===== config.mk =====
export PLATFORM = sky130hd
export DESIGN_NAME = img_xfer
export DESIGN_NICKNAME = d
export VERILOG_FILES = /design/src/pkg/img_xfer_pkg.sv /design/src/logic/img_xfer.sv
export SDC_FILE = /design/constraint.sdc
export NUM_CORES = 1
export LEC_CHECK = 0
export ABC_CLOCK_PERIOD_IN_PS = 4500
export BUFFER_PORTS_ARGS = -buffer_cell sky130_fd_sc_hd__buf_2
export CAP_MARGIN = 20
export CELL_PAD_IN_SITES_DETAIL_PLACEMENT = 0
export CELL_PAD_IN_SITES_GLOBAL_PLACEMENT = 2
export CORE_MARGIN = 2
export CORE_UTILIZATION = 39
export CTS_CLUSTER_DIAMETER = 30
export DETAILED_ROUTE_END_ITERATION = 8
export GPL_TIMING_DRIVEN = 0
export PLACE_DENSITY_LB_ADDON = 0.1
export SLEW_MARGIN = 0
export SYNTH_ARGS = -nofsm -noshare
export SYNTH_HDL_FRONTEND = slang
export SYNTH_SLANG_ARGS = --single-unit
export TNS_END_PERCENT = 30

===== constraint.sdc =====
create_clock -name clk_sys -period 4.5 [get_ports clk_sys]
set_input_delay 0.45 -clock clk_sys [delete_from_list [all_inputs] [get_ports clk_sys]]
set_output_delay 0.45 -clock clk_sys [all_outputs]
set_load 0.1 [all_outputs]

===== src/pkg/img_xfer_pkg.sv =====
// Constants and types for the host image transfer path
package img_xfer_pkg;
  localparam logic [15:0] ADDR_CMD = 16'h9ae8;
  localparam logic [15:0] ADDR_WMASK = 16'haae8;
  localparam logic [15:0] ADDR_IMAGE = 16'h0010;
  localparam logic [15:0] ADDR_MIXSEL = 16'h0014;
  localparam logic [15:0] ADDR_FORE = 16'h0018;
  localparam logic [15:0] ADDR_BACK = 16'h001c;
  localparam logic [15:0] ADDR_SIZE = 16'h0020;
  localparam logic [15:0] ADDR_DEST = 16'h0024;
  localparam logic [15:0] ADDR_ROP = 16'h0028;
  localparam logic [15:0] ADDR_DEPTH = 16'h002c;
  localparam logic [15:0] ADDR_CURPOS = 16'h0030;
  localparam int CMD_MULTI_BIT = 1;
  localparam int CMD_DRAW_BIT = 4;
  localparam int CMD_WAIT_BIT = 8;
  localparam int CMD_BUSY_BIT = 9;
  localparam int CMD_WIDTH_LSB = 9;
  localparam int CMD_WIDTH_MSB = 10;
  localparam int MIXSEL_LSB = 6;
  localparam int MIXSEL_MSB = 7;
  localparam logic [1:0] MIXSEL_HOST = 2'h2;
  localparam int ROP_MONO_BIT = 8;
  localparam logic [15:0] RST_16 = 16'h0000;
  localparam logic [31:0] RST_32 = 32'h0000_0000;
  localparam logic [5:0] BITS_1 = 6'h01;
  localparam logic [5:0] BITS_4 = 6'h04;
  localparam logic [5:0] BITS_8 = 6'h08;
  localparam logic [5:0] BITS_16 = 6'h10;
  localparam logic [5:0] BITS_32 = 6'h20;
  typedef enum logic [1:0] {
    XFER_BYTE = 2'b00,
    XFER_WORD = 2'b01,
    XFER_LINE32 = 2'b10,
    XFER_PACK32 = 2'b11
  } xfer_type;
  typedef enum logic [1:0] {
    DEPTH_4 = 2'b00,
    DEPTH_8 = 2'b01,
    DEPTH_16 = 2'b10,
    DEPTH_32 = 2'b11
  } depth_type;
  typedef enum logic [1:0] {
    ST_IDLE = 2'b00,
    ST_RUN = 2'b01
  } state_type;
endpackage


===== src/logic/img_xfer.sv =====
// Host image port unpacker and rectangle walker
`timescale 1ns/1ps
`default_nettype none
module img_xfer (
  input wire logic clk_sys,
  input wire logic arst_n,
  input wire logic reg_wr,
  input wire logic reg_rd,
  input wire logic [15:0] reg_addr,
  input wire logic [31:0] reg_wdata,
  output logic reg_ready,
  output logic [31:0] reg_rdata,
  output logic reg_rvalid,
  output logic pix_valid,
  input wire logic pix_ready,
  output logic [15:0] pix_x,
  output logic [15:0] pix_y,
  output logic [31:0] pix_data,
  output logic pix_mono,
  output logic pix_mono_bit,
  output logic [15:0] pix_mix,
  output logic [15:0] pix_rop,
  output logic [15:0] pix_plane_mask
);
  function automatic logic [5:0] xfer_bits(input logic [1:0] w);
    case (w)
      img_xfer_pkg::XFER_BYTE: xfer_bits = img_xfer_pkg::BITS_8;
      img_xfer_pkg::XFER_WORD: xfer_bits = img_xfer_pkg::BITS_16;
      default: xfer_bits = img_xfer_pkg::BITS_32;
    endcase
  endfunction

  function automatic logic [5:0] depth_bits(input logic [1:0] d);
    case (d)
      img_xfer_pkg::DEPTH_4: depth_bits = img_xfer_pkg::BITS_4;
      img_xfer_pkg::DEPTH_8: depth_bits = img_xfer_pkg::BITS_8;
      img_xfer_pkg::DEPTH_16: depth_bits = img_xfer_pkg::BITS_16;
      default: depth_bits = img_xfer_pkg::BITS_32;
    endcase
  endfunction

  function automatic logic [31:0] low_mask(input logic [5:0] n);
    low_mask = (n >= img_xfer_pkg::BITS_32) ? ~img_xfer_pkg::RST_32 :
      ((32'h0000_0001 << n) - 32'h0000_0001);
  endfunction

  function automatic logic [31:0] rev_bytes(input logic [31:0] v);
    logic [31:0] r;
    r = img_xfer_pkg::RST_32;
    for (int i = 0; i < 32; i++)
      r[i] = v[(i / 8) * 8 + 7 - (i % 8)];
    rev_bytes = r;
  endfunction

  img_xfer_pkg::state_type state_ff, nxt_state;
  logic [15:0] cmd_ff, nxt_cmd, wmask_ff, nxt_wmask, mixsel_ff, nxt_mixsel;
  logic [15:0] fore_ff, nxt_fore, back_ff, nxt_back, rop_ff, nxt_rop;
  logic [31:0] size_ff, nxt_size, dest_ff, nxt_dest, curpos_ff, nxt_curpos;
  logic [1:0] depth_ff, nxt_depth;
  logic [31:0] buf_ff, nxt_buf;
  logic [5:0] avail_ff, nxt_avail;
  logic [15:0] xcnt_ff, nxt_xcnt, ycnt_ff, nxt_ycnt;
  logic pv_ff, nxt_pv, pmono_ff, nxt_pmono, pbit_ff, nxt_pbit;
  logic [15:0] px_ff, nxt_px, py_ff, nxt_py, pmix_ff, nxt_pmix;
  logic [31:0] pdata_ff, nxt_pdata, rdata_ff, nxt_rdata;
  logic rvalid_ff, nxt_rvalid;

  logic [1:0] width_sel;
  logic mono, busy, img_wr, cmd_wr, forbid, load, emit, line_end, last_px;
  logic [5:0] need, nbits, rem;
  logic [31:0] shifted;

  always_comb
  begin
    width_sel = cmd_ff[img_xfer_pkg::CMD_WIDTH_MSB:img_xfer_pkg::CMD_WIDTH_LSB];
    mono = cmd_ff[img_xfer_pkg::CMD_MULTI_BIT] && cmd_ff[img_xfer_pkg::CMD_WAIT_BIT] &&
      (mixsel_ff[img_xfer_pkg::MIXSEL_MSB:img_xfer_pkg::MIXSEL_LSB] ==
      img_xfer_pkg::MIXSEL_HOST);
    need = mono ? img_xfer_pkg::BITS_1 : depth_bits(depth_ff);
    nbits = xfer_bits(width_sel);
    busy = (state_ff == img_xfer_pkg::ST_RUN);
    img_wr = reg_wr && (reg_addr == img_xfer_pkg::ADDR_IMAGE);
    cmd_wr = reg_wr && (reg_addr == img_xfer_pkg::ADDR_CMD) && !busy;
    // Byte transfers cannot carry a whole 16 or 32 bpp pixel
    forbid = !(reg_wdata[img_xfer_pkg::CMD_MULTI_BIT]) &&
      (reg_wdata[img_xfer_pkg::CMD_WIDTH_MSB:img_xfer_pkg::CMD_WIDTH_LSB] ==
      img_xfer_pkg::XFER_BYTE) && depth_ff[1];
    load = busy && (avail_ff < need) && img_wr;
    reg_ready = !(img_wr && busy && (avail_ff >= need));
    emit = busy && (avail_ff >= need) && (!pv_ff || pix_ready);
    line_end = (xcnt_ff == size_ff[31:16]);
    last_px = line_end && (ycnt_ff == size_ff[15:0]);
    shifted = buf_ff >> need;
    rem = avail_ff - need;
  end

  always_comb
  begin
    nxt_state = state_ff;
    nxt_cmd = cmd_ff;
    nxt_wmask = wmask_ff;
    nxt_mixsel = mixsel_ff;
    nxt_fore = fore_ff;
    nxt_back = back_ff;
    nxt_rop = rop_ff;
    nxt_size = size_ff;
    nxt_dest = dest_ff;
    nxt_depth = depth_ff;
    nxt_curpos = curpos_ff;
    nxt_buf = buf_ff;
    nxt_avail = avail_ff;
    nxt_xcnt = xcnt_ff;
    nxt_ycnt = ycnt_ff;
    nxt_pv = pv_ff && !pix_ready;
    nxt_pmono = pmono_ff;
    nxt_pbit = pbit_ff;
    nxt_px = px_ff;
    nxt_py = py_ff;
    nxt_pmix = pmix_ff;
    nxt_pdata = pdata_ff;
    nxt_rvalid = reg_rd;
    nxt_rdata = rdata_ff;
    if (reg_wr)
    begin
      case (reg_addr)
        img_xfer_pkg::ADDR_WMASK: nxt_wmask = reg_wdata[15:0];
        img_xfer_pkg::ADDR_MIXSEL: nxt_mixsel = reg_wdata[15:0];
        img_xfer_pkg::ADDR_FORE: nxt_fore = reg_wdata[15:0];
        img_xfer_pkg::ADDR_BACK: nxt_back = reg_wdata[15:0];
        img_xfer_pkg::ADDR_ROP: nxt_rop = reg_wdata[15:0];
        img_xfer_pkg::ADDR_DEPTH: nxt_depth = reg_wdata[1:0];
        img_xfer_pkg::ADDR_SIZE: nxt_size = reg_wdata;
        img_xfer_pkg::ADDR_DEST: nxt_dest = reg_wdata;
        default: ;
      endcase
    end
    if (cmd_wr)
    begin
      nxt_cmd = reg_wdata[15:0];
      // Only host-fed draws run here; screen copies finish at once
      if (reg_wdata[img_xfer_pkg::CMD_DRAW_BIT] && reg_wdata[img_xfer_pkg::CMD_WAIT_BIT] &&
        !forbid)
      begin
        nxt_state = img_xfer_pkg::ST_RUN;
        nxt_buf = img_xfer_pkg::RST_32;
        nxt_avail = 6'h00;
        nxt_xcnt = img_xfer_pkg::RST_16;
        nxt_ycnt = img_xfer_pkg::RST_16;
        nxt_curpos = dest_ff;
      end
    end
    if (load)
    begin
      // Mono bytes go in MSB first, so the stream always shifts right
      nxt_buf = buf_ff | (((mono ? rev_bytes(reg_wdata) : reg_wdata) & low_mask(nbits))
        << avail_ff);
      nxt_avail = avail_ff + nbits;
    end
    if (emit)
    begin
      nxt_pv = 1'b1;
      nxt_px = 16'(dest_ff[31:16] + xcnt_ff);
      nxt_py = 16'(dest_ff[15:0] + ycnt_ff);
      nxt_pdata = mono ? img_xfer_pkg::RST_32 : (buf_ff & low_mask(need));
      nxt_pmono = mono;
      nxt_pbit = buf_ff[0];
      nxt_pmix = (mono && !buf_ff[0]) ? back_ff : fore_ff;
      nxt_buf = shifted;
      nxt_avail = rem;
      nxt_xcnt = 16'(xcnt_ff + 16'h0001);
      if (line_end)
      begin
        nxt_xcnt = img_xfer_pkg::RST_16;
        nxt_ycnt = 16'(ycnt_ff + 16'h0001);
        if ((width_sel == img_xfer_pkg::XFER_PACK32) && !last_px)
        begin
          nxt_buf = shifted >> rem[2:0];
          nxt_avail = {rem[5:3], 3'b000};
        end
        else
        begin
          nxt_buf = img_xfer_pkg::RST_32;
          nxt_avail = 6'h00;
        end
      end
      if (last_px)
      begin
        nxt_state = img_xfer_pkg::ST_IDLE;
        if (width_sel == img_xfer_pkg::XFER_PACK32)
          nxt_curpos = {16'(dest_ff[31:16] + size_ff[31:16] + 16'h0001), dest_ff[15:0]};
        else
          nxt_curpos = {dest_ff[31:16], 16'(dest_ff[15:0] + size_ff[15:0] + 16'h0001)};
      end
    end
    if (reg_rd)
    begin
      case (reg_addr)
        img_xfer_pkg::ADDR_CMD:
        begin
          nxt_rdata = {16'h0000, cmd_ff};
          nxt_rdata[img_xfer_pkg::CMD_BUSY_BIT] = busy;
        end
        img_xfer_pkg::ADDR_WMASK: nxt_rdata = {16'h0000, wmask_ff};
        img_xfer_pkg::ADDR_MIXSEL: nxt_rdata = {16'h0000, mixsel_ff};
        img_xfer_pkg::ADDR_FORE: nxt_rdata = {16'h0000, fore_ff};
        img_xfer_pkg::ADDR_BACK: nxt_rdata = {16'h0000, back_ff};
        img_xfer_pkg::ADDR_ROP: nxt_rdata = {16'h0000, rop_ff};
        img_xfer_pkg::ADDR_DEPTH: nxt_rdata = {30'h0000_0000, depth_ff};
        img_xfer_pkg::ADDR_SIZE: nxt_rdata = size_ff;
        img_xfer_pkg::ADDR_DEST: nxt_rdata = dest_ff;
        img_xfer_pkg::ADDR_CURPOS: nxt_rdata = curpos_ff;
        default: nxt_rdata = img_xfer_pkg::RST_32;
      endcase
    end
  end

  always_ff @(posedge clk_sys or negedge arst_n)
  begin
    if (!arst_n)
    begin
      state_ff <= img_xfer_pkg::ST_IDLE;
      cmd_ff <= img_xfer_pkg::RST_16;
      wmask_ff <= img_xfer_pkg::RST_16;
      mixsel_ff <= img_xfer_pkg::RST_16;
      fore_ff <= img_xfer_pkg::RST_16;
      back_ff <= img_xfer_pkg::RST_16;
      rop_ff <= img_xfer_pkg::RST_16;
      size_ff <= img_xfer_pkg::RST_32;
      dest_ff <= img_xfer_pkg::RST_32;
      depth_ff <= img_xfer_pkg::DEPTH_4;
      curpos_ff <= img_xfer_pkg::RST_32;
      buf_ff <= img_xfer_pkg::RST_32;
      avail_ff <= 6'h00;
      xcnt_ff <= img_xfer_pkg::RST_16;
      ycnt_ff <= img_xfer_pkg::RST_16;
      pv_ff <= 1'b0;
      pmono_ff <= 1'b0;
      pbit_ff <= 1'b0;
      px_ff <= img_xfer_pkg::RST_16;
      py_ff <= img_xfer_pkg::RST_16;
      pmix_ff <= img_xfer_pkg::RST_16;
      pdata_ff <= img_xfer_pkg::RST_32;
      rdata_ff <= img_xfer_pkg::RST_32;
      rvalid_ff <= 1'b0;
    end
    else
    begin
      state_ff <= nxt_state;
      cmd_ff <= nxt_cmd;
      wmask_ff <= nxt_wmask;
      mixsel_ff <= nxt_mixsel;
      fore_ff <= nxt_fore;
      back_ff <= nxt_back;
      rop_ff <= nxt_rop;
      size_ff <= nxt_size;
      dest_ff <= nxt_dest;
      depth_ff <= nxt_depth;
      curpos_ff <= nxt_curpos;
      buf_ff <= nxt_buf;
      avail_ff <= nxt_avail;
      xcnt_ff <= nxt_xcnt;
      ycnt_ff <= nxt_ycnt;
      pv_ff <= nxt_pv;
      pmono_ff <= nxt_pmono;
      pbit_ff <= nxt_pbit;
      px_ff <= nxt_px;
      py_ff <= nxt_py;
      pmix_ff <= nxt_pmix;
      pdata_ff <= nxt_pdata;
      rdata_ff <= nxt_rdata;
      rvalid_ff <= nxt_rvalid;
    end
  end

  assign pix_valid = pv_ff;
  assign pix_x = px_ff;
  assign pix_y = py_ff;
  assign pix_data = pdata_ff;
  assign pix_mono = pmono_ff;
  assign pix_mono_bit = pbit_ff;
  assign pix_mix = pmix_ff;
  assign pix_rop = rop_ff;
  assign pix_plane_mask = wmask_ff;
  assign reg_rdata = rdata_ff;
  assign reg_rvalid = rvalid_ff;
endmodule
`default_nettype wire


==> results.yml <==
setup_path:
  path_delay_family: "buffers and inverters"
  cp.arrival_ns: 5.00
  crit_required_ns: 5.00
  worstRegToRegCells: 11
  r2r-start: "avail_ff[0]$_DFFE_PN0P_"
  slowest_stage: "clkbuf_1"
  path_buf_inv: 5
  reg2reg_to: "buf_ff[19]$_DFFE_PN0P_"
  worstSetupStartpointType: "flip-flop"
  critical_path_class: "reg -> reg"
  r2r_slack_ns: -0.004
  path_cells: "buf_6 -> buf_1 -> clkbuf_1 -> nor2_1 -> ha_1 -> clkbuf_1 -> clkbuf_1 -> mux2i_1 -> o221ai_1 -> nor2_1 -> nor2_1"
  slowest_delay_ns: 0.77
  critPathCaptureType: "flip-flop"
  critPathMaxFanout: 10
hold_path:
  hold_path.class: "in -> reg"
  whs_endpoint: "dest_ff[30]$_DFFE_PN0P_"
  worstHoldPathCells: 2
  min_from: "reg_wdata[30]"
grt:
  grt_remaining_overflow: 0
  grt_usage_pct: 31.1
  antenna_found_initial: 8
  grt_pass1_vias: 21700
  grt_pass1_wl_mm: 145
  grt_max_degree: 120
cts:
  clockBufferDepth: 3
  h-tree-depth: 3
  cts-root-buf: "clkbuf_16"
  cts_sinks: 382
  numCtsBuffers: 107
  path_clk_slew_ns: 0.05
  cts_tree: "yes"
  clk_latency_ns: 0.66
placement:
  dp_cells: 3410
  hpwlAfterDp_mm: 74.9
  place_congestion: 0.955
  placed_cell_area_sq_mm: 0.0259
  io_buffers: 200
  pre_cts_ws_ns: -1.77
synth:
  synth-edff-count: 0
  synth.avg_cell_area_sq_um: 9.84
  ys_ff_latch: 382
  synth_top_cell_by_area: "dfrtp_1"
  ys_types: 98
  synth_most_common_cell: "dfrtp_1"
  ys.flop_type: "dfrtp_1"
  yosys_warnings: 0
  async_flop_share_pct: 100
  syn-instance-count: 2425
  synth_commonest_cells: "dfrtp_1, nand2_1, mux2_2"
  ys_top_cells_by_area: "dfrtp_1, mux2_2, mux2i_1"
  syn-num-nets: 2552
  yosysTopAreaCellShare_pct: 40.1
  synthesis.area_sq_mm: 0.0239
  ys_seq_area_share_pct: 40.1
sta:
  hold_violations: 0
  clock_skew_ns: 0.0407
  maxSlewViolCount: 0
  rsz0062_at_grt: "yes"
  fmax_ghz: 0.222
  post-route-min-period_ns: 4.50
  fin_ws_ns: -0.00365
  finalCritPeriodShare_pct: 100
  relSlewSlack_pct: 26.6
  worst_pin_slew_ns: 1.10
  finalSetupViolations: 1
detailed_routing:
  drt_iter0_markers: 2008
  first_pass_iters: 6
  ant_nets: 0
  vias: 21400
  totalWireLength_mm: 98.8
  wl_per_cell_microns: 27.4
  post_drt_via_cell_ratio: 5.92
  drc_errors: 0
power:
  p_per_area_mw_per_mm2: 390
  total_power_mw: 11.7
  p_leak_nw: 14.0
  vdd_drop_max_mv: 0.395
outcome:
  violations: "setup timing"
  status: "finished with violations"
floorplanning:
  fp-row-count: 90
  die_area_sq_mm: 0.0632
  die_h_microns: 251
  dieWidth_microns: 251
  start_util_pct: 39.5
  core_region_area_sq_mm: 0.0604
  ioPinCount: 202
layout:
  fillCellCount: 5672
  area_delta_synth_final_pct: 25.5
  final_area_sq_mm: 0.0299
  nets: 2867
  fin_cells: 3610
  drive_gt1_share_pct: 25.5
run:
  cap_violations: 0
-- cells in the final DEF (no fill, tap or decap), types with 69 or more instances in the layout --
| cell type | n |
|---|---|
| dfrtp_1 | 382 |
| o22ai_1 | 73 |
| xnor2_1 | 69 |
| o21ai_0 | 156 |
| mux2i_1 | 139 |
| ha_1 | 69 |
| buf_2 | 235 |
| nand2_1 | 236 |
| mux2_2 | 187 |
| inv_1 | 74 |
| nor2_1 | 181 |
| a21oi_1 | 89 |
| clkbuf_1 | 101 |
| clkbuf_16 | 109 |
-- state kept, by name (all words and copies together) (netlist names), 32 cells and up --
name	flops
size_ff	32
buf_ff	32
curpos_ff	32
dest_ff	32
pix_data	32
reg_rdata	32
-- power breakdown --
part	internal (mW)	switching, mW
sequential	3.45	0.000790
combinational	0.0645	0.198
clock	5.67	2.30
total	9.18	2.50
-- layout make-up --
class	instances	area, sq um	area share [%]
Antenna cell	1	2.50	0.00836
Inverter	78	293	0.978
Timing Repair Buffer	209	1150	3.83
Multi-Input combinational cell	1799	13300	44.5
Buffer	163	779	2.60
Sequential cell	382	9560	31.9
Tap cell	782	978	3.27
Clock inverter	49	751	2.51
Clock buffer	147	3100	10.4
-- through the flow --
| step | utilization, % | hold WS (ns) | setup TNS (ns) |
|---|---|---|---|
| 2_1_floorplan | - | 0.154 | 0 |
| 3_3_place_gp | 42.8 | 0.447 | -2042.67 |
| 3_5_place_dp | 43.0 | 0.455 | -203.81 |
| 4_1_cts | 49.5 | 0.0828 | -0.00792 |
| 5_1_grt | 49.6 | 0.114 | -0.246 |
| 6_report | 49.6 | 0.117 | -0.00365 |
-- how the worst max path moves through the flow --
| stage | startpoint | end | cells past startpoint |
|---|---|---|---|
| after floorplan | cmd_ff[1]$_DFFE_PN0P_ | buf_ff[30]$_DFFE_PN0P_ | 17 |
| after global placement | arst_n | back_ff[6]$_DFFE_PN0P_ | 1 |
| after detailed placement | depth_ff[1]$_DFFE_PN0P_ | pix_data[3]$_DFFE_PN0N_ | 15 |
| after CTS | mixsel_ff[6]$_DFFE_PN0P_ | curpos_ff[18]$_DFF_PN0_ | 15 |
| after global routing | mixsel_ff[6]$_DFFE_PN0P_ | reg_ready | 11 |
| final | avail_ff[0]$_DFFE_PN0P_ | buf_ff[19]$_DFFE_PN0P_ | 11 |
-- repair_timing --
action                                 4_1_cts  5_1_grt
endpoints found under the hold margin       74        0
buffers inserted                             0        4
hold buffers                                 2        0
pin swaps                                    1        1
resized for setup                           29       10
setup endpoints to repair                  184       89
-- worst reg2reg max path: stages, from the launching register on --
cell and delay (ns):
dfrtp_1 0.33, buf_6 0.21, buf_1 0.54, clkbuf_1 0.58, nor2_1 0.12, ha_1 0.34, clkbuf_1 0.53, clkbuf_1 0.77
mux2i_1 0.43, o221ai_1 0.15, nor2_1 0.29, nor2_1 0.07
-- logic make-up (layout without fill, tap and decap cells) --
family	after synthesis	in the layout	share of synthesized area, %
xor gates and xnor gates	105	105	3.97
adders and majority gates	74	74	4.04
buffers and inverters	244	646	4.34
muxes	358	358	17.6
and+or+nand+nor	682	682	13.6
DFF	382	382	40.1
other	0	1	0
AOI/OAI and AO/OA	580	580	16.3
-- per-layer routing --
| layer | GRT usage (%) | part of all wire (%) |
|---|---|---|
| met5 | 0 | 0.082 |
| met3 | 5.31 | 5.4 |
| met2 | 49.6 | 46 |
| met4 | 13.2 | 4.2 |
| met1 | 41.8 | 44 |
Note: power is estimated with default switching activity, not from simulation.
